==> src/ucs_map.svh <==
`ifndef UCS_MAP_SVH
`define UCS_MAP_SVH

// register indices; the byte address on the bus is four times the index
`define UCS_IDX_AUX        8'h02
`define UCS_IDX_ADDR       8'h10
`define UCS_IDX_EP0MODE    8'h12
`define UCS_IDX_STATCTL    8'h1f
`define UCS_IDX_W          8

// status and control fields
`define UCS_SC_PULLUP      7
`define UCS_SC_REGULATOR_OUTPUT_PIN        6
`define UCS_SC_IRQSEL      5
`define UCS_SC_ACT         3
`define UCS_SC_FRC_HI      2
`define UCS_SC_FRC_LO      0

// auxiliary input port fields
`define UCS_AUX_DP         5
`define UCS_AUX_DM         4
`define UCS_AUX_REGULATOR_OUTPUT_PIN       0

// address register and control endpoint mode fields
`define UCS_AD_EN          7
`define UCS_EM_SETUP       7
`define UCS_EM_IN          6
`define UCS_EM_OUT         5
`define UCS_EM_ACK         4

`define UCS_RST_BYTE       8'h00
`define UCS_RST_FORCE      3'h0
// idle pin levels {regulator, d-, d+}: low-speed idle is d- high, d+ low
`define UCS_PIN_IDLE       3'h2

// line-condition detector timing
`define UCS_CLK_NS         100
`define UCS_DET_MIN_NS     128000
`define UCS_DET_MAX_NS     256000
`define UCS_DET_MIN_CYC    ((`UCS_DET_MIN_NS + `UCS_CLK_NS - 1) / `UCS_CLK_NS)
`define UCS_DET_MAX_CYC    (`UCS_DET_MAX_NS / `UCS_CLK_NS)

// endpoint modes
`define UCS_MODE_NAK_IO    4'h1
`define UCS_MODE_ACKOUT    4'hb

// forcing codes
`define UCS_F_NONE         3'h0
`define UCS_F_K            3'h1
`define UCS_F_J            3'h2
`define UCS_F_OD_BIT       2
`define UCS_F_DP_REL_BIT   0
`define UCS_F_DM_REL_BIT   1

// control endpoint buffer window in data memory
`define UCS_BUF_LO         8'hf8
`define UCS_BUF_HI         8'hff

`endif

==> src/ucs_pkg.sv <==
package ucs_pkg;

    typedef enum logic [1:0] {
        UCS_PID_SETUP,
        UCS_PID_IN,
        UCS_PID_OUT
    } ucs_pid_t;

    typedef enum logic [1:0] {
        UCS_HS_NONE,
        UCS_HS_ACK,
        UCS_HS_NAK
    } ucs_hs_t;

endpackage

==> src/ucs_ctrl.sv <==
`timescale 1ns/1ps
`include "ucs_map.svh"
// Operation
// - regulator bit drives or releases regulator pin
// - select 1: long low data line interrupts
// - select 0: long SE0 gives bus reset
// - non-idle line sets sticky activity flag
// - write 0 clears activity, 1 keeps
// - forcing codes 001 to 011 drive K, J, SE0; 000 forces nothing
// - forcing codes 1xx open-drain pulls per line
// - address cleared by reset and bus reset
// - respond only when enabled and address matches
// - control endpoint buffer sits at f8 to ff
// - engine update locks mode register until read
// - unlocked write clears mode bits 7 to 4
// - setup flag held; blocks buffer writes meanwhile
// - in and out flags set after transaction
// - ack flag set on acked transaction
// - mode 0001: nak in/out, ack setup
// - mode 1011: ack out then mode 0001
// - bit 7 connects ps2 pull-ups
// - line levels readable in auxiliary port
module ucs_ctrl #(
    parameter int AW    = 12,
    parameter int DET_W = 12
) (
    input  wire logic            pclk,
    input  wire logic            presetn,
    input  wire logic            psel,
    input  wire logic            penable,
    input  wire logic            pwrite,
    input  wire logic [AW-1:0]   paddr,
    input  wire logic [31:0]     pwdata,
    output logic      [31:0]     prdata,
    output logic                 pready,
    output logic                 pslverr,
    input  wire logic            dp_i,
    input  wire logic            dm_i,
    output logic                 dp_o,
    output logic                 dp_oe_n,
    output logic                 dm_o,
    output logic                 dm_oe_n,
    input  wire logic            regulator_output_pin_i,
    output logic                 regulator_output_pin_o,
    output logic                 regulator_output_pin_oe_n,
    output logic                 ps2_pullup_en,
    output logic                 bus_reset_pulse,
    output logic                 ps2_activity_pulse,
    input  wire logic            eng_drive,
    input  wire logic            eng_dp,
    input  wire logic            eng_dm,
    input  wire logic            tok_valid,
    input  wire ucs_pkg::ucs_pid_t tok_pid,
    input  wire logic [6:0]      tok_addr,
    input  wire logic            tok_ep0,
    output logic                 addr_hit,
    output ucs_pkg::ucs_hs_t     hs_code,
    input  wire logic            ev_setup_data,
    input  wire logic            ev_ack_start,
    input  wire logic            ev_in_done,
    input  wire logic            ev_out_done,
    input  wire logic            ev_acked,
    input  wire logic            buf_wr_en,
    input  wire logic [7:0]      buf_wr_addr,
    output logic                 ep0_buf_we
);
    import ucs_pkg::*;

    localparam logic [DET_W-1:0] DET_MIN = DET_W'(`UCS_DET_MIN_CYC);
    localparam logic [2:0]       PIN_IDLE = `UCS_PIN_IDLE;

    // ------------------------------------------------------------
    // pin synchronisers
    // ------------------------------------------------------------
    logic [2:0] pin_raw;
    logic [2:0] sync1_q;
    logic [2:0] sync2_q;
    assign pin_raw = {regulator_output_pin_i, dm_i, dp_i};

    genvar g;
    generate
        for (g = 0; g < 3; g++) begin : g_sync
            always_ff @(posedge pclk or negedge presetn) begin
                // reset to idle levels, so release is not taken for activity or se0
                if (!presetn) begin
                    sync1_q[g] <= PIN_IDLE[g];
                    sync2_q[g] <= PIN_IDLE[g];
                end else begin
                    sync1_q[g] <= pin_raw[g];
                    sync2_q[g] <= sync1_q[g];
                end
            end
        end
    endgenerate

    logic dp_s;
    logic dm_s;
    logic regulator_output_pin_s;
    assign dp_s   = sync2_q[0];
    assign dm_s   = sync2_q[1];
    assign regulator_output_pin_s = sync2_q[2];

    // ------------------------------------------------------------
    // apb slave: one wait state, answer from flops
    // ------------------------------------------------------------
    logic [`UCS_IDX_W-1:0] idx;
    logic                  hit_aux;
    logic                  hit_addr;
    logic                  hit_ep0;
    logic                  hit_sc;
    logic                  mapped;
    logic                  do_wr;
    logic                  do_rd;
    logic                  pready_q;
    logic [31:0]           prdata_q;
    logic                  pslverr_q;

    assign idx      = paddr[`UCS_IDX_W+1:2];
    assign mapped   = (paddr[1:0] == 2'h0) && (paddr[AW-1:`UCS_IDX_W+2] == '0);
    assign hit_aux  = mapped && idx == `UCS_IDX_AUX;
    assign hit_addr = mapped && idx == `UCS_IDX_ADDR;
    assign hit_ep0  = mapped && idx == `UCS_IDX_EP0MODE;
    assign hit_sc   = mapped && idx == `UCS_IDX_STATCTL;
    assign do_wr    = psel && penable && pready_q && pwrite;
    assign do_rd    = psel && penable && pready_q && !pwrite;

    logic       pullup_q;
    logic       regulator_output_pin_q;
    logic       irqsel_q;
    logic       act_q;
    logic [2:0] force_q;
    logic [7:0] addr_q;
    logic       setup_q;
    logic       in_q;
    logic       out_q;
    logic       ack_q;
    logic [3:0] mode_q;
    logic [7:0] rd_d;

    always_comb begin
        rd_d = `UCS_RST_BYTE;
        if (hit_aux) begin
            rd_d[`UCS_AUX_DP]   = dp_s;
            rd_d[`UCS_AUX_DM]   = dm_s;
            rd_d[`UCS_AUX_REGULATOR_OUTPUT_PIN] = regulator_output_pin_s;
        end else if (hit_addr) begin
            rd_d = addr_q;
        end else if (hit_ep0) begin
            rd_d = {setup_q, in_q, out_q, ack_q, mode_q};
        end else if (hit_sc) begin
            // reserved bit 4 reads as zero whatever was written
            rd_d = {pullup_q, regulator_output_pin_q, irqsel_q, 1'h0, act_q, force_q};
        end
    end

    always_ff @(posedge pclk or negedge presetn) begin
        if (!presetn) begin
            pready_q  <= 1'h0;
            prdata_q  <= '0;
            pslverr_q <= 1'h0;
        end else begin
            pready_q  <= psel && penable && !pready_q;
            if (psel && penable && !pready_q) begin
                prdata_q  <= {24'h0, rd_d};
                pslverr_q <= !(hit_aux || hit_addr || hit_ep0 || hit_sc);
            end
        end
    end

    assign prdata  = prdata_q;
    assign pready  = pready_q;
    assign pslverr = pslverr_q;

    // ------------------------------------------------------------
    // status and control register
    // ------------------------------------------------------------
    logic line_busy;
    // idle for low speed is J: D- high, D+ low
    assign line_busy = !(dm_s && !dp_s);

    always_ff @(posedge pclk or negedge presetn) begin
        if (!presetn) begin
            pullup_q <= 1'h0;
            regulator_output_pin_q   <= 1'h0;
            irqsel_q <= 1'h0;
            force_q  <= `UCS_RST_FORCE;
        end else if (do_wr && hit_sc) begin
            pullup_q <= pwdata[`UCS_SC_PULLUP];
            regulator_output_pin_q   <= pwdata[`UCS_SC_REGULATOR_OUTPUT_PIN];
            irqsel_q <= pwdata[`UCS_SC_IRQSEL];
            force_q  <= pwdata[`UCS_SC_FRC_HI:`UCS_SC_FRC_LO];
        end
    end

    // a set in the same cycle as a clearing write wins
    always_ff @(posedge pclk or negedge presetn) begin
        if (!presetn) begin
            act_q <= 1'h0;
        end else if (line_busy) begin
            act_q <= 1'h1;
        end else if (do_wr && hit_sc && !pwdata[`UCS_SC_ACT]) begin
            act_q <= 1'h0;
        end
    end

    // ------------------------------------------------------------
    // pin drivers
    // ------------------------------------------------------------
    logic dp_o_d;
    logic dm_o_d;
    logic dp_oe_n_d;
    logic dm_oe_n_d;
    logic dp_o_q;
    logic dm_o_q;
    logic dp_oe_n_q;
    logic dm_oe_n_q;
    logic regulator_output_pin_oe_n_q;
    logic regulator_output_pin_o_q;
    logic pullup_o_q;

    always_comb begin
        dp_o_d    = eng_dp;
        dm_o_d    = eng_dm;
        dp_oe_n_d = !eng_drive;
        dm_oe_n_d = !eng_drive;
        if (force_q[`UCS_F_OD_BIT]) begin
            dp_o_d    = 1'h0;
            dm_o_d    = 1'h0;
            dp_oe_n_d = force_q[`UCS_F_DP_REL_BIT];
            dm_oe_n_d = force_q[`UCS_F_DM_REL_BIT];
        end else if (force_q != `UCS_F_NONE) begin
            dp_oe_n_d = 1'h0;
            dm_oe_n_d = 1'h0;
            dp_o_d    = (force_q == `UCS_F_K);
            dm_o_d    = (force_q == `UCS_F_J);
        end
    end

    always_ff @(posedge pclk or negedge presetn) begin
        if (!presetn) begin
            dp_o_q      <= 1'h0;
            dm_o_q      <= 1'h0;
            dp_oe_n_q   <= 1'h1;
            dm_oe_n_q   <= 1'h1;
            regulator_output_pin_o_q    <= 1'h0;
            regulator_output_pin_oe_n_q <= 1'h1;
            pullup_o_q  <= 1'h0;
        end else begin
            dp_o_q      <= dp_o_d;
            dm_o_q      <= dm_o_d;
            dp_oe_n_q   <= dp_oe_n_d;
            dm_oe_n_q   <= dm_oe_n_d;
            regulator_output_pin_o_q    <= regulator_output_pin_q;
            regulator_output_pin_oe_n_q <= !regulator_output_pin_q;
            pullup_o_q  <= pullup_q;
        end
    end

    assign dp_o                      = dp_o_q;
    assign dm_o                      = dm_o_q;
    assign dp_oe_n                   = dp_oe_n_q;
    assign dm_oe_n                   = dm_oe_n_q;
    assign regulator_output_pin_o    = regulator_output_pin_o_q;
    assign regulator_output_pin_oe_n = regulator_output_pin_oe_n_q;
    assign ps2_pullup_en             = pullup_o_q;

    // ------------------------------------------------------------
    // long line-condition detector
    // ------------------------------------------------------------
    logic             det_cond;
    logic [DET_W-1:0] det_cnt_q;
    logic             bus_rst_q;
    logic             ps2_act_q;
    logic             det_fire;

    // one counter serves both modes; a mode change mid-run restarts nothing,
    // which is harmless since the select is static in practice
    assign det_cond = irqsel_q ? !dm_s : (!dp_s && !dm_s);
    assign det_fire = det_cond && (det_cnt_q == DET_MIN - DET_W'(1));

    always_ff @(posedge pclk or negedge presetn) begin
        if (!presetn) begin
            det_cnt_q <= '0;
        end else if (!det_cond) begin
            det_cnt_q <= '0;
        end else if (det_cnt_q != DET_MIN) begin
            det_cnt_q <= det_cnt_q + DET_W'(1);
        end
    end

    always_ff @(posedge pclk or negedge presetn) begin
        if (!presetn) begin
            bus_rst_q <= 1'h0;
            ps2_act_q <= 1'h0;
        end else begin
            bus_rst_q <= det_fire && !irqsel_q;
            ps2_act_q <= det_fire && irqsel_q;
        end
    end

    assign bus_reset_pulse    = bus_rst_q;
    assign ps2_activity_pulse = ps2_act_q;

    // ------------------------------------------------------------
    // device address and token answer
    // ------------------------------------------------------------
    logic    hit_d;
    logic    addr_hit_q;
    ucs_hs_t hs_d;
    ucs_hs_t hs_q;
    logic    auto_nak;

    always_ff @(posedge pclk or negedge presetn) begin
        if (!presetn) begin
            addr_q <= `UCS_RST_BYTE;
        end else if (det_fire && !irqsel_q) begin
            addr_q <= `UCS_RST_BYTE;
        end else if (do_wr && hit_addr) begin
            addr_q <= pwdata[7:0];
        end
    end

    assign hit_d = tok_valid && addr_q[`UCS_AD_EN] && (tok_addr == addr_q[6:0]);

    always_comb begin
        hs_d = UCS_HS_NONE;
        if (hit_d && tok_ep0) begin
            unique case (tok_pid)
                UCS_PID_SETUP: hs_d = UCS_HS_ACK;
                UCS_PID_IN:    hs_d = UCS_HS_NAK;
                UCS_PID_OUT:   hs_d = (mode_q == `UCS_MODE_ACKOUT) ? UCS_HS_ACK
                                                                   : UCS_HS_NAK;
                default:       hs_d = UCS_HS_NONE;
            endcase
        end
    end

    assign auto_nak = hit_d && tok_ep0 && tok_pid == UCS_PID_OUT
                      && mode_q == `UCS_MODE_ACKOUT;

    always_ff @(posedge pclk or negedge presetn) begin
        if (!presetn) begin
            addr_hit_q <= 1'h0;
            hs_q       <= UCS_HS_NONE;
        end else begin
            addr_hit_q <= hit_d;
            hs_q       <= hs_d;
        end
    end

    assign addr_hit = addr_hit_q;
    assign hs_code  = hs_q;

    // ------------------------------------------------------------
    // control endpoint mode register
    // ------------------------------------------------------------
    logic lock_q;
    logic hold_q;
    logic eng_upd;
    logic wr_ok;

    assign eng_upd = ev_in_done || ev_out_done || ev_acked || auto_nak;
    assign wr_ok   = do_wr && hit_ep0 && !lock_q;

    // an update in the same cycle as the unlocking read keeps the lock
    always_ff @(posedge pclk or negedge presetn) begin
        if (!presetn) begin
            lock_q <= 1'h0;
        end else if (eng_upd) begin
            lock_q <= 1'h1;
        end else if (do_rd && hit_ep0) begin
            lock_q <= 1'h0;
        end
    end

    always_ff @(posedge pclk or negedge presetn) begin
        if (!presetn) begin
            hold_q <= 1'h0;
        end else if (ev_setup_data) begin
            hold_q <= 1'h1;
        end else if (ev_ack_start) begin
            hold_q <= 1'h0;
        end
    end

    always_ff @(posedge pclk or negedge presetn) begin
        if (!presetn) begin
            setup_q <= 1'h0;
        end else if (ev_setup_data || hold_q) begin
            setup_q <= 1'h1;
        end else if (wr_ok) begin
            setup_q <= 1'h0;
        end
    end

    always_ff @(posedge pclk or negedge presetn) begin
        if (!presetn) begin
            in_q  <= 1'h0;
            out_q <= 1'h0;
            ack_q <= 1'h0;
        end else begin
            in_q  <= ev_in_done  || (in_q  && !wr_ok);
            out_q <= ev_out_done || (out_q && !wr_ok);
            ack_q <= ev_acked    || (ack_q && !wr_ok);
        end
    end

    always_ff @(posedge pclk or negedge presetn) begin
        if (!presetn) begin
            mode_q <= 4'h0;
        end else if (auto_nak) begin
            mode_q <= `UCS_MODE_NAK_IO;
        end else if (wr_ok) begin
            mode_q <= pwdata[3:0];
        end
    end

    // buffer writes inside the window are dropped while setup is flagged
    always_ff @(posedge pclk or negedge presetn) begin
        if (!presetn) begin
            ep0_buf_we <= 1'h0;
        end else begin
            ep0_buf_we <= buf_wr_en && !(setup_q && buf_wr_addr >= `UCS_BUF_LO
                                         && buf_wr_addr <= `UCS_BUF_HI);
        end
    end

    logic [12:0] run_q;
    always_ff @(posedge pclk or negedge presetn) begin
        if (!presetn) begin
            run_q <= '0;
        end else if (!det_cond) begin
            run_q <= '0;
        end else if (run_q != 13'h1fff) begin
            run_q <= run_q + 13'h1;
        end
    end
endmodule

==> config.mk <==
export PLATFORM = sky130hd
export DESIGN_NAME = ucs_ctrl
export DESIGN_NICKNAME = d
export VERILOG_FILES = /design/src/ucs_pkg.sv /design/src/ucs_ctrl.sv
export VERILOG_INCLUDE_DIRS = /design/src /design/src/src
export SDC_FILE = /design/constraint.sdc
export NUM_CORES = 1
export LEC_CHECK = 0
export ABC_AREA = 1
export BUFFER_PORTS_ARGS = -buffer_cell sky130_fd_sc_hd__buf_4
export CORE_AREA = 2 2 84 86
export CTS_CLUSTER_SIZE = 30
export DETAILED_ROUTE_END_ITERATION = 12
export DIE_AREA = 0 0 86 88
export GPL_TIMING_DRIVEN = 0
export HOLD_SLACK_MARGIN = 0.03
export PLACE_DENSITY = 0.83
export SYNTH_ARGS = -nofsm -noshare
export SYNTH_HDL_FRONTEND = slang
export SYNTH_SLANG_ARGS = --single-unit
==> constraint.sdc <==
create_clock -name pclk -period 4.1 [get_ports pclk]
set_input_delay 0.82 -clock pclk [delete_from_list [all_inputs] [get_ports pclk]]
set_output_delay 0.82 -clock pclk [all_outputs]
set_load 0.03 [all_outputs]
==> impl_metrics.tcl, run 1 <==
set metrics [dict create \
    r2r_slack_ns 2.44 \
    start_util_pct 51.7 \
    gp_congestion 0.919 \
    io_buffers 75 \
    clkPwrFrac_pct 40.2 \
    syn-mean-instance-area_um2 7.83 \
    vdd_ir_drop_max_v 0.000266 \
    final_cell_mix "nand2_1 (131), buf_4 (101), nor2_1 (63)" \
    endpoint_kind "flip-flop" \
    antenna_found_initial 0 \
    cts_hold_buffers 0 \
    cts-buffers-inserted 9 \
    clk_pin_slew_worst_paths_ns 0.06 \
    dp_cells 617 \
    cts.sinks 66 \
    fin_tns_setup_ns 0 \
    powerDensity_nw_per_um2 319 \
    die_w_um 86 \
    ant_nets 0 \
    track_usage_pct 22.5 \
    worstHoldPathCells 0 \
    finalCritPeriodShare_pct 45.2 \
    grt_pass1_wl_um 13200 \
    ys_seq_area_share_pct 48.3 \
    rr_startpoint "det_cnt_q[0]" \
    yosysTopAreaCellShare_pct 44.4 \
    hold_start "sync1_q[2]" \
    syn_to_final_growth_pct 27.9 \
    fmax_mhz 540 \
    die_area_um2 7570 \
    clkLatencyLatePin_ns 0.34 \
    timing.final.crit_period_ns 1.85 \
    synth_cells 439 \
    hold_violations 0 \
    maxCapViolations 0 \
    synth_top_area_cell "dfrtp_1" \
    setup_violations 0 \
    start_kind "primary input" \
    worst_r2r_path_depth 8 \
    cts_htree_levels 3 \
    combPwrFrac_pct 12.0 \
    layout_commonest_cell "nand2_1" \
    grt_max_degree 67 \
    wl_per_cell_um 12.7 \
    r2r-end "addr_q[7]" \
    worst-path-buf-inv 1 \
    cp_cell_sequence "buf_4 -> nor3_1 -> o211ai_1 -> nand2_1 -> nand2_1 -> nand2_1" \
    cp_max_fo 7 \
    die_h_um 88 \
    crit_required_ns 4.38 \
    dp_hpwl_um 6190 \
    maxSlewViolCount 0 \
    maxSlewHeadroom_pct 42.7 \
    place_area_um2 4190 \
    instances_no_fill 633 \
    drt_iter0_drc 208 \
    ys.warnings.count 0 \
    synth_cell_type_count 32 \
    vias_per_cell 4.85 \
    worst_slew_pin_slew_ns 0.853 \
    cts_tree "built" \
    clock_skew_ns 0.00726 \
    p_switching_w 0.000340 \
    cts_resized 0 \
    p_total_w 0.00140 \
    drive_gt1_share_pct 25.5 \
    cpMostUsedCell "nand2_1" \
    drt-total-wl_um 8020 \
    n_fill_cell 575 \
    max_stage_delay_ns 0.70 \
    outcome "finished clean" \
    ys_ff_latch 66 \
    num_antenna_cells 0 \
    hold_end "regulator_output_pin_s" \
    core-area_um2 6640 \
    dr_total_vias 3072 \
    io_pins 127 \
    critPathKind "in -> reg" \
    drc 0 \
    cts_setup_buffers 0 \
    rsz0062_at_grt "no" \
    power.internal_w 0.00106 \
    grt_pass1_vias 2915 \
    fin_area_um2 4390 \
    syn_area_um2 3440 \
    clock_path_buffers 2 \
    startpoint "paddr[2]" \
    cp_slowest_cell "nor3_1" \
    cpLargestDelayFamily "simple AND/OR/NAND/NOR gates" \
    p_leak_nw 2.46 \
    first_pass_iters 5 \
    rows 30 \
    p_seq_share_pct 47.8 \
    root_buffer "clkbuf_8" \
    swShare_pct 24.2 \
    crit_arrival_ns 2.13 \
    hold_class "reg -> reg" \
    fin_nets 630 \
    grt_overflow 0 \
    netlist_top_cells_area "dfrtp_1 (44%), nand2_1 (14%), nor2_1 (6.9%)" \
]
[cells in the mapped netlist, drive strengths merged]
cell type,count
conb,1
inv,51
clkinv,3
a31oi,1
dfstp,5
o21a,1
nand3b,1
nand2,133
ha,2
nand4,15
buf,29
o211ai,7
nor3b,1
nand3,22
o21ai,20
nor2,67
nor3,8
dfrtp,61
a21oi,11
[layer usage]
| layer | wire length (um) | up-vias | global-route usage, % |
|---|---|---|---|
| met4 | 91 | 0 | 4.91 |
| met5 | 0 | - | 0 |
| li1 | - | 1555 | - |
| met1 | 3340 | 1422 | 28.0 |
| met2 | 4090 | 86 | 39.0 |
| met3 | 489 | 9 | 6.50 |
[worst max-delay path by stage]
stage | endpoint | slack, ns | cells after the start
after floorplan | lock_q | 2.34 | 7
after global placement | prdata[1] | 2.01 | 6
after detailed placement | prdata[7] | 1.92 | 6
after CTS | dp_oe_n | 2.25 | 1
after global routing | prdata[6] | 2.12 | 6
final | prdata[7] | 2.25 | 6
[logic make-up (layout without fill, tap and decap cells)]
family,count (synthesis),in the layout,share of synthesized area (%)
other,1,24,0.109
AO/OA/AOI/OAI,40,40,6.88
flip-flops,66,66,48.3
AND/OR/NAND/NOR,247,247,31.4
buffers and inverters,83,174,12.7
adder cells (fa/ha/maj),2,2,0.728
[flip-flops by register name, indices dropped and copies added (netlist names), 2 cells and up]
signal / flops
mode_q: 4
det_cnt_q: 12
sync1_q: 3
prdata: 8
hs_code: 2
force_q: 3
addr_q: 8
[metrics by stage]
step	setup slack, ns	hold WS [ns]	util [%]
floorplan	2.34	0.331	-
global placement	2.01	0.334	63.0
detailed placement	1.92	0.339	63.0
CTS	2.25	0.353	66.1
global route	2.12	0.359	66.1
finish	2.25	0.352	66.1
[layout make-up]
cell class | count | area [um^2] | share of cell area (%)
inverters | 54 | 204 | 4.64
multi-input cells | 313 | 1430 | 32.5
repair buffers | 75 | 563 | 12.8
flip-flops and latches | 66 | 1660 | 37.7
clock buffers | 14 | 173 | 3.93
well taps | 80 | 100 | 2.28
clock inverters | 2 | 35.0 | 0.797
plain buffers | 29 | 231 | 5.27
[power groups by stage]
stage	registers, W	logic [W]	clock network [W]
after floorplan	0.000690	0.0000849	0
after global placement	0.000681	0.000165	0
after detailed placement	0.000681	0.000168	0
after CTS	0.000670	0.000169	0.000576
after global routing	0.000670	0.000185	0.000605
final	0.000670	0.000168	0.000564
No activity file was read; power rests on OpenSTA's default activity.
==> run 2, diff against run 1 <==
--- a/config.mk
+++ b/config.mk
@@ -6,15 +6,15 @@
 export SDC_FILE = /design/constraint.sdc
 export NUM_CORES = 1
 export LEC_CHECK = 0
-export ABC_AREA = 1
+export ABC_AREA = 0
 export BUFFER_PORTS_ARGS = -buffer_cell sky130_fd_sc_hd__buf_4
-export CORE_AREA = 2 2 84 86
+export CORE_AREA = 2 2 85 87
 export CTS_CLUSTER_SIZE = 30
 export DETAILED_ROUTE_END_ITERATION = 12
-export DIE_AREA = 0 0 86 88
+export DIE_AREA = 0 0 87 89
 export GPL_TIMING_DRIVEN = 0
 export HOLD_SLACK_MARGIN = 0.03
-export PLACE_DENSITY = 0.83
+export PLACE_DENSITY = 0.79
 export SYNTH_ARGS = -nofsm -noshare
 export SYNTH_HDL_FRONTEND = slang
 export SYNTH_SLANG_ARGS = --single-unit
==> constraint.sdc (replaced) <==
create_clock -name pclk -period 1.8 [get_ports pclk]
set_input_delay 0.36 -clock pclk [delete_from_list [all_inputs] [get_ports pclk]]
set_output_delay 0.36 -clock pclk [all_outputs]
set_load 0.03 [all_outputs]
==> run 2 against run 1 <==
Total power is 120% higher. Design area is 3.5% lower. Via count is 12% lower. Sequential share of layout area is 1.4 points higher. Largest power group unchanged. Highest routed layer unchanged. Critical path type unchanged.
==> impl_metrics.tcl, run 2 <==
set metrics [dict create \
    synth.most_common_cell "dfrtp_1" \
    die_h_um 89 \
    endpoint_kind "flip-flop" \
    fmax_mhz 603 \
    track_usage_pct 20.5 \
    synthTopCellsByCount "dfrtp_1 (61), nor2_1 (25), buf_4 (24)" \
    async_reset_ff_share_pct 100 \
    num_antenna_cells 0 \
    place_area_um2 4040 \
    vias_per_cell 5.21 \
    combPwrFrac_pct 13.1 \
    fin_area_um2 4240 \
    antenna_found_initial 0 \
    vdd_ir_drop_max_v 0.000522 \
    timing.final.crit_period_ns 1.66 \
    start_kind "primary input" \
    post-route-util_pct 63.1 \
    cts_tree "built" \
    power.internal_w 0.00234 \
    outcome "finished clean" \
    clkLatencyLatePin_ns 0.35 \
    drc 0 \
    io_pins 127 \
    grt_max_degree 67 \
    r2r-end "addr_q[4]" \
    n_fill_cell 571 \
    netlist_top_cells_area "dfrtp_1 (46%), buf_4 (5.5%), dfstp_2 (4.0%)" \
    ys.warnings.count 0 \
    maxSlewHeadroom_pct 46.5 \
    cts.sinks 66 \
    syn_area_um2 3290 \
    synth_flop_cell "dfrtp_1" \
    first_pass_iters 4 \
    maxCapViolations 0 \
    largest_reg_flops 12 \
    fin_hold_ws_ns 0.106 \
    drt-total-wl_um 7600 \
    setup_violations 0 \
    instances_no_fill 517 \
    p_leak_nw 2.06 \
    grt_pass1_vias 2585 \
    synth-edff-count 0 \
    clkPwrFrac_pct 38.0 \
    crit_arrival_ns 1.89 \
    syn_to_final_growth_pct 28.9 \
    cts_hold_buffers 0 \
    ys_seq_area_share_pct 50.4 \
    wl_per_cell_um 14.7 \
    crit_required_ns 2.03 \
    grt_pass1_wl_um 12200 \
    root_buffer "clkbuf_8" \
    hold_violations 0 \
    synth_top_area_cell "dfrtp_1" \
    regArea_um2 1660 \
    ys_ff_latch 66 \
    layout_commonest_cell "buf_4" \
    synth_cells 323 \
    critPathKind "in -> reg" \
    fin_ws_ns 0.142 \
    final_cell_mix "buf_4 (100), dfrtp_1 (61), nor2_1 (25)" \
    rsz0062_at_grt "no" \
    p_switching_w 0.000804 \
    rows 30 \
    start_util_pct 49.0 \
    clock_skew_ns 0.00926 \
    top_register "det_cnt_q" \
    cts_htree_levels 3 \
    multi_input_area_um2 1440 \
    die_area_um2 7740 \
    r2r_slack_ns 0.17 \
    die_w_um 87 \
    maxSlewViolCount 0 \
    drt_iter0_drc 161 \
    yosysTopAreaCellShare_pct 46.4 \
    powerDensity_nw_per_um2 742 \
    cts-buffers-inserted 9 \
    core-area_um2 6720 \
    place_ws_ns -0.189 \
    fin_nets 514 \
    grt_overflow 0 \
    rr_startpoint "det_cnt_q[0]" \
    dp_cells 501 \
    dr_total_vias 2694 \
    clk_pin_slew_worst_paths_ns 0.07 \
    hold_class "in -> async" \
    syn-mean-instance-area_um2 10.2 \
    drive_gt1_share_pct 29.5 \
    synth_cell_type_count 53 \
    clock_path_buffers 2 \
    swShare_pct 25.6 \
    io_buffers 75 \
    dp_hpwl_um 5610 \
    finalCritPeriodShare_pct 92.1 \
    worst_r2r_path_depth 5 \
    cp_max_fo 5 \
    gp_congestion 0.843 \
    p_seq_share_pct 49.0 \
    ant_nets 0 \
    worst_slew_pin_slew_ns 0.803 \
]
[run 2: timing repair]
action	CTS	global route
setup buffers	0	1
pin swaps	0	1
gates resized for setup	0	3
endpoints found under the setup margin	8	12
[run 2: area by class of cell]
class                           instances  share of cell area (%)
Buffer                                 35                    5.34
Clock buffer                           15                    4.40
Clock inverter                          1                   0.177
Inverter                               13                    1.15
Multi-Input combinational cell        231                    34.0
Sequential cell                        66                    39.1
Tap cell                               80                    2.36
Timing Repair Buffer                   76                    13.5
[run 2: kinds of logic after synthesis]
kind of cell	after synthesis	share of synthesized area, %
XOR/XNOR	17	4.53
AO/OA/AOI/OAI	65	12.9
multiplexers	9	2.89
other	1	0.114
flip-flops	66	50.4
AND/OR/NAND/NOR	114	19.9
buffers and inverters	49	8.44
adder cells (fa/ha/maj)	2	0.761
[run 2: worst max path at each step]
stage                    from         end  cells after the start
global placement     paddr[2]     setup_q                      5
detailed placement   paddr[2]     setup_q                      5
floorplan              pready  force_q[0]                      5
CTS                 addr_q[5]   mode_q[1]                      4
global route         paddr[1]      lock_q                      5
finish               paddr[2]     setup_q                      5
[run 2: stage by stage]
stage,power [W],TNS (ns)
floorplan,0.00179,0
global placement,0.00197,-1.18
detailed placement,0.00198,-1.69
CTS,0.00316,0
global route,0.00326,0
finish,0.00315,0
[run 2: power by group through the flow]
stage | registers (W) | logic [W] | clock network, W
after floorplan | 0.00159 | 0.000192 | 0
after global placement | 0.00157 | 0.000404 | 0
after detailed placement | 0.00157 | 0.000411 | 0
after CTS | 0.00154 | 0.000412 | 0.00121
after global routing | 0.00154 | 0.000449 | 0.00127
final | 0.00154 | 0.000411 | 0.00119
[run 2: worst max-delay path, cell delays in order]
cell      delay [ns]
buf_4           0.12
nor3_1          0.50
nand3b_1        0.27
or2_1           0.34
a211o_1         0.31
[run 2: per-layer routing]
layer  vias to the layer above  global-route usage, %  share of wire [%]
li1                       1326                      -                  -
met1                      1254                   26.7                 43
met2                       104                   33.4                 49
met3                        10                   5.26                6.8
met4                         0                   7.39                1.3
met5                         -                      0                  0
==> run 3, diff against run 2 <==
--- a/config.mk
+++ b/config.mk
@@ -12,9 +12,11 @@
 export CTS_CLUSTER_SIZE = 30
 export DETAILED_ROUTE_END_ITERATION = 12
 export DIE_AREA = 0 0 87 89
+export GPL_ROUTABILITY_DRIVEN = 1
 export GPL_TIMING_DRIVEN = 0
 export HOLD_SLACK_MARGIN = 0.03
 export PLACE_DENSITY = 0.79
+export SETUP_SLACK_MARGIN = 0.2
 export SYNTH_ARGS = -nofsm -noshare
 export SYNTH_HDL_FRONTEND = slang
 export SYNTH_SLANG_ARGS = --single-unit
==> run 3 against run 2 <==
Non-clock buffer count is 5 higher. Fmax is 4.3% higher. Register-to-register slack better by 0.04 ns. Clock skew is 0.0017 ns higher. Combinational power is 5% higher. First-iteration DRC count is 6.2% higher. Sequential share of layout area is 0.93 points lower. Cell count is 0.77% higher. Hold slack worse by 0.0071 ns. Critical path type is now reg -> reg.
==> impl_metrics.tcl, run 3 (same netlist as run 2, synthesis figures left out) <==
set metrics [dict create \
    maxCapViolations 0 \
    crit_arrival_ns 1.82 \
    clkPwrFrac_pct 38.5 \
    core-area_um2 6720 \
    powerDensity_nw_per_um2 736 \
    fmax_mhz 629 \
    p_total_w 0.00320 \
    io_buffers 75 \
    critPathKind "reg -> reg" \
    ant_nets 0 \
    largest_reg_flops 12 \
    drive_gt1_share_pct 33.6 \
    wl_per_cell_um 15.2 \
    grt_util_met3_pct 4.62 \
    die_area_um2 7740 \
    finalCritPeriodShare_pct 88.3 \
    start_util_pct 49.0 \
    first_pass_iters 4 \
    power.internal_w 0.00240 \
    drc 0 \
    use_met2_pct 35.5 \
    grt_overflow 0 \
    syn_to_final_growth_pct 32.4 \
    hold_class "in -> async" \
    gp_congestion 0.848 \
    root_buffer "clkbuf_8" \
    rows 30 \
    swShare_pct 25.0 \
    grt_pass1_wl_um 12500 \
    final_cell_mix "buf_4 (104), dfrtp_1 (57), nor2_1 (24), conb_1 (24), nand3_1 (22)" \
    p_seq_share_pct 48.1 \
    cts_tree "built" \
    crit_required_ns 2.03 \
    worst_slew_pin_slew_ns 0.813 \
    timing.final.crit_period_ns 1.59 \
    grt_pass1_vias 2677 \
    io_pins 127 \
    cp_cell_sequence "xor2_2 -> a2111oi_4 -> nand4_1 -> buf_6 -> a21boi_1" \
    track_usage_pct 20.9 \
    grt_max_degree 67 \
    combPwrFrac_pct 13.4 \
    grt_busiest_layer "met2" \
    layout_commonest_cell "buf_4" \
    hold_violations 0 \
    setup_violations 0 \
    cts.sinks 66 \
    cts-buffers-inserted 9 \
    top_register "det_cnt_q" \
    start_kind "flip-flop" \
    num_antenna_cells 0 \
    dp_cells 501 \
    cp_slowest_cell "dfrtp_2" \
    vias_per_cell 5.37 \
    maxSlewHeadroom_pct 45.8 \
    drt_iter0_drc 171 \
    p_leak_nw 2.12 \
    drt-total-wl_um 7900 \
    fin_nets 519 \
    cts_htree_levels 3 \
    antenna_found_initial 0 \
    outcome "finished clean" \
    cp_max_fo 5 \
    grt.met1_usage_pct 26.0 \
    maxSlewViolCount 0 \
    rsz0062_at_grt "yes" \
    p_switching_w 0.000801 \
    clk_pin_slew_worst_paths_ns 0.07 \
    vdd_ir_drop_max_v 0.000556 \
    clock_skew_ns 0.0109 \
    clkLatencyLatePin_ns 0.35 \
    endpoint_kind "flip-flop" \
    die_w_um 87 \
    dp_hpwl_um 5620 \
    clock_path_buffers 2 \
    dr_total_vias 2798 \
    instances_no_fill 521 \
    max_stage_delay_ns 0.43 \
    die_h_um 89 \
]
run 3: changes by cell type in the layout (fill, tap and decap cells not counted), sizes merged:
| cell | before | now |
|---|---|---|
| buf | 103 | 107 |
| bufinv | 0 | 1 |
| clkbuf | 23 | 21 |
| clkinv | 0 | 2 |
| clkinvlp | 1 | 0 |
run 3: worst max-delay path: cells and delay by family, from the launching register on:
kind	cells	cell delay, ns
XOR/XNOR	1	0.16
flip-flops	1	0.43
AO/OA/AOI/OAI	2	0.51
buffers and inverters	1	0.17
AND/OR/NAND/NOR	1	0.18
run 3: metrics by stage:
stage	instance area (um^2)	hold slack, ns	util, %	setup TNS (ns)	setup slack, ns
after floorplan	3380	0.0644	-	0	0.219
after global placement	4040	0.332	60.1	-1.19	-0.170
after detailed placement	4040	0.339	60.1	-1.88	-0.157
after CTS	4270	0.106	63.5	0	0.198
after global routing	4360	0.0959	64.8	0	0.155
final	4360	0.0985	64.8	0	0.210
run 3: metal layers:
| layer | vias to the layer above | share of wire, % |
|---|---|---|
| li1 | 1329 | - |
| met1 | 1332 | 42 |
| met2 | 123 | 49 |
| met3 | 14 | 7.2 |
| met4 | 0 | 1.8 |
| met5 | - | 0 |
run 3: what timing repair did:
action	CTS	global route
setup buffers	1	4
endpoints found under the setup margin	18	29
pin swaps	1	4
hold buffers	0	0
resized for setup	7	17
run 3: final timing paths:
path | to | start | cells past startpoint | slack [ns]
worst max-delay path | mode_q[1] | addr_q[3] | 5 | 0.21
worst min-delay path | dm_o | presetn | 1 | 0.1
worst max register to register | mode_q[1] | addr_q[3] | 5 | 0.21
worst min register to register | dp_s | sync1_q[0] | 0 | 0.35
max in group asynchronous | pready | presetn | 1 | 1.10
min in group pclk | sync1_q[1] | dm_i | 1 | 0.12
run 3: power groups by stage:
stage	registers [W]	logic, W	clock network (W)
4_1_cts	0.00154	0.000415	0.00126
3_5_place_dp	0.00157	0.000409	0
3_3_place_gp	0.00157	0.000403	0
2_1_floorplan	0.00160	0.000192	0
6_report	0.00154	0.000430	0.00123
5_1_grt	0.00154	0.000464	0.00133
run 3: final cells by class:
cell class                 count  area (um^2)
multi-input combinational    231         1500
clock inverter                 3         40.0
sequential                    66         1660
inverter                      13         48.8
clock buffer                  12          155
timing repair buffer          80          604
buffer                        36          241
fill                         570         2360
tap                           80          100
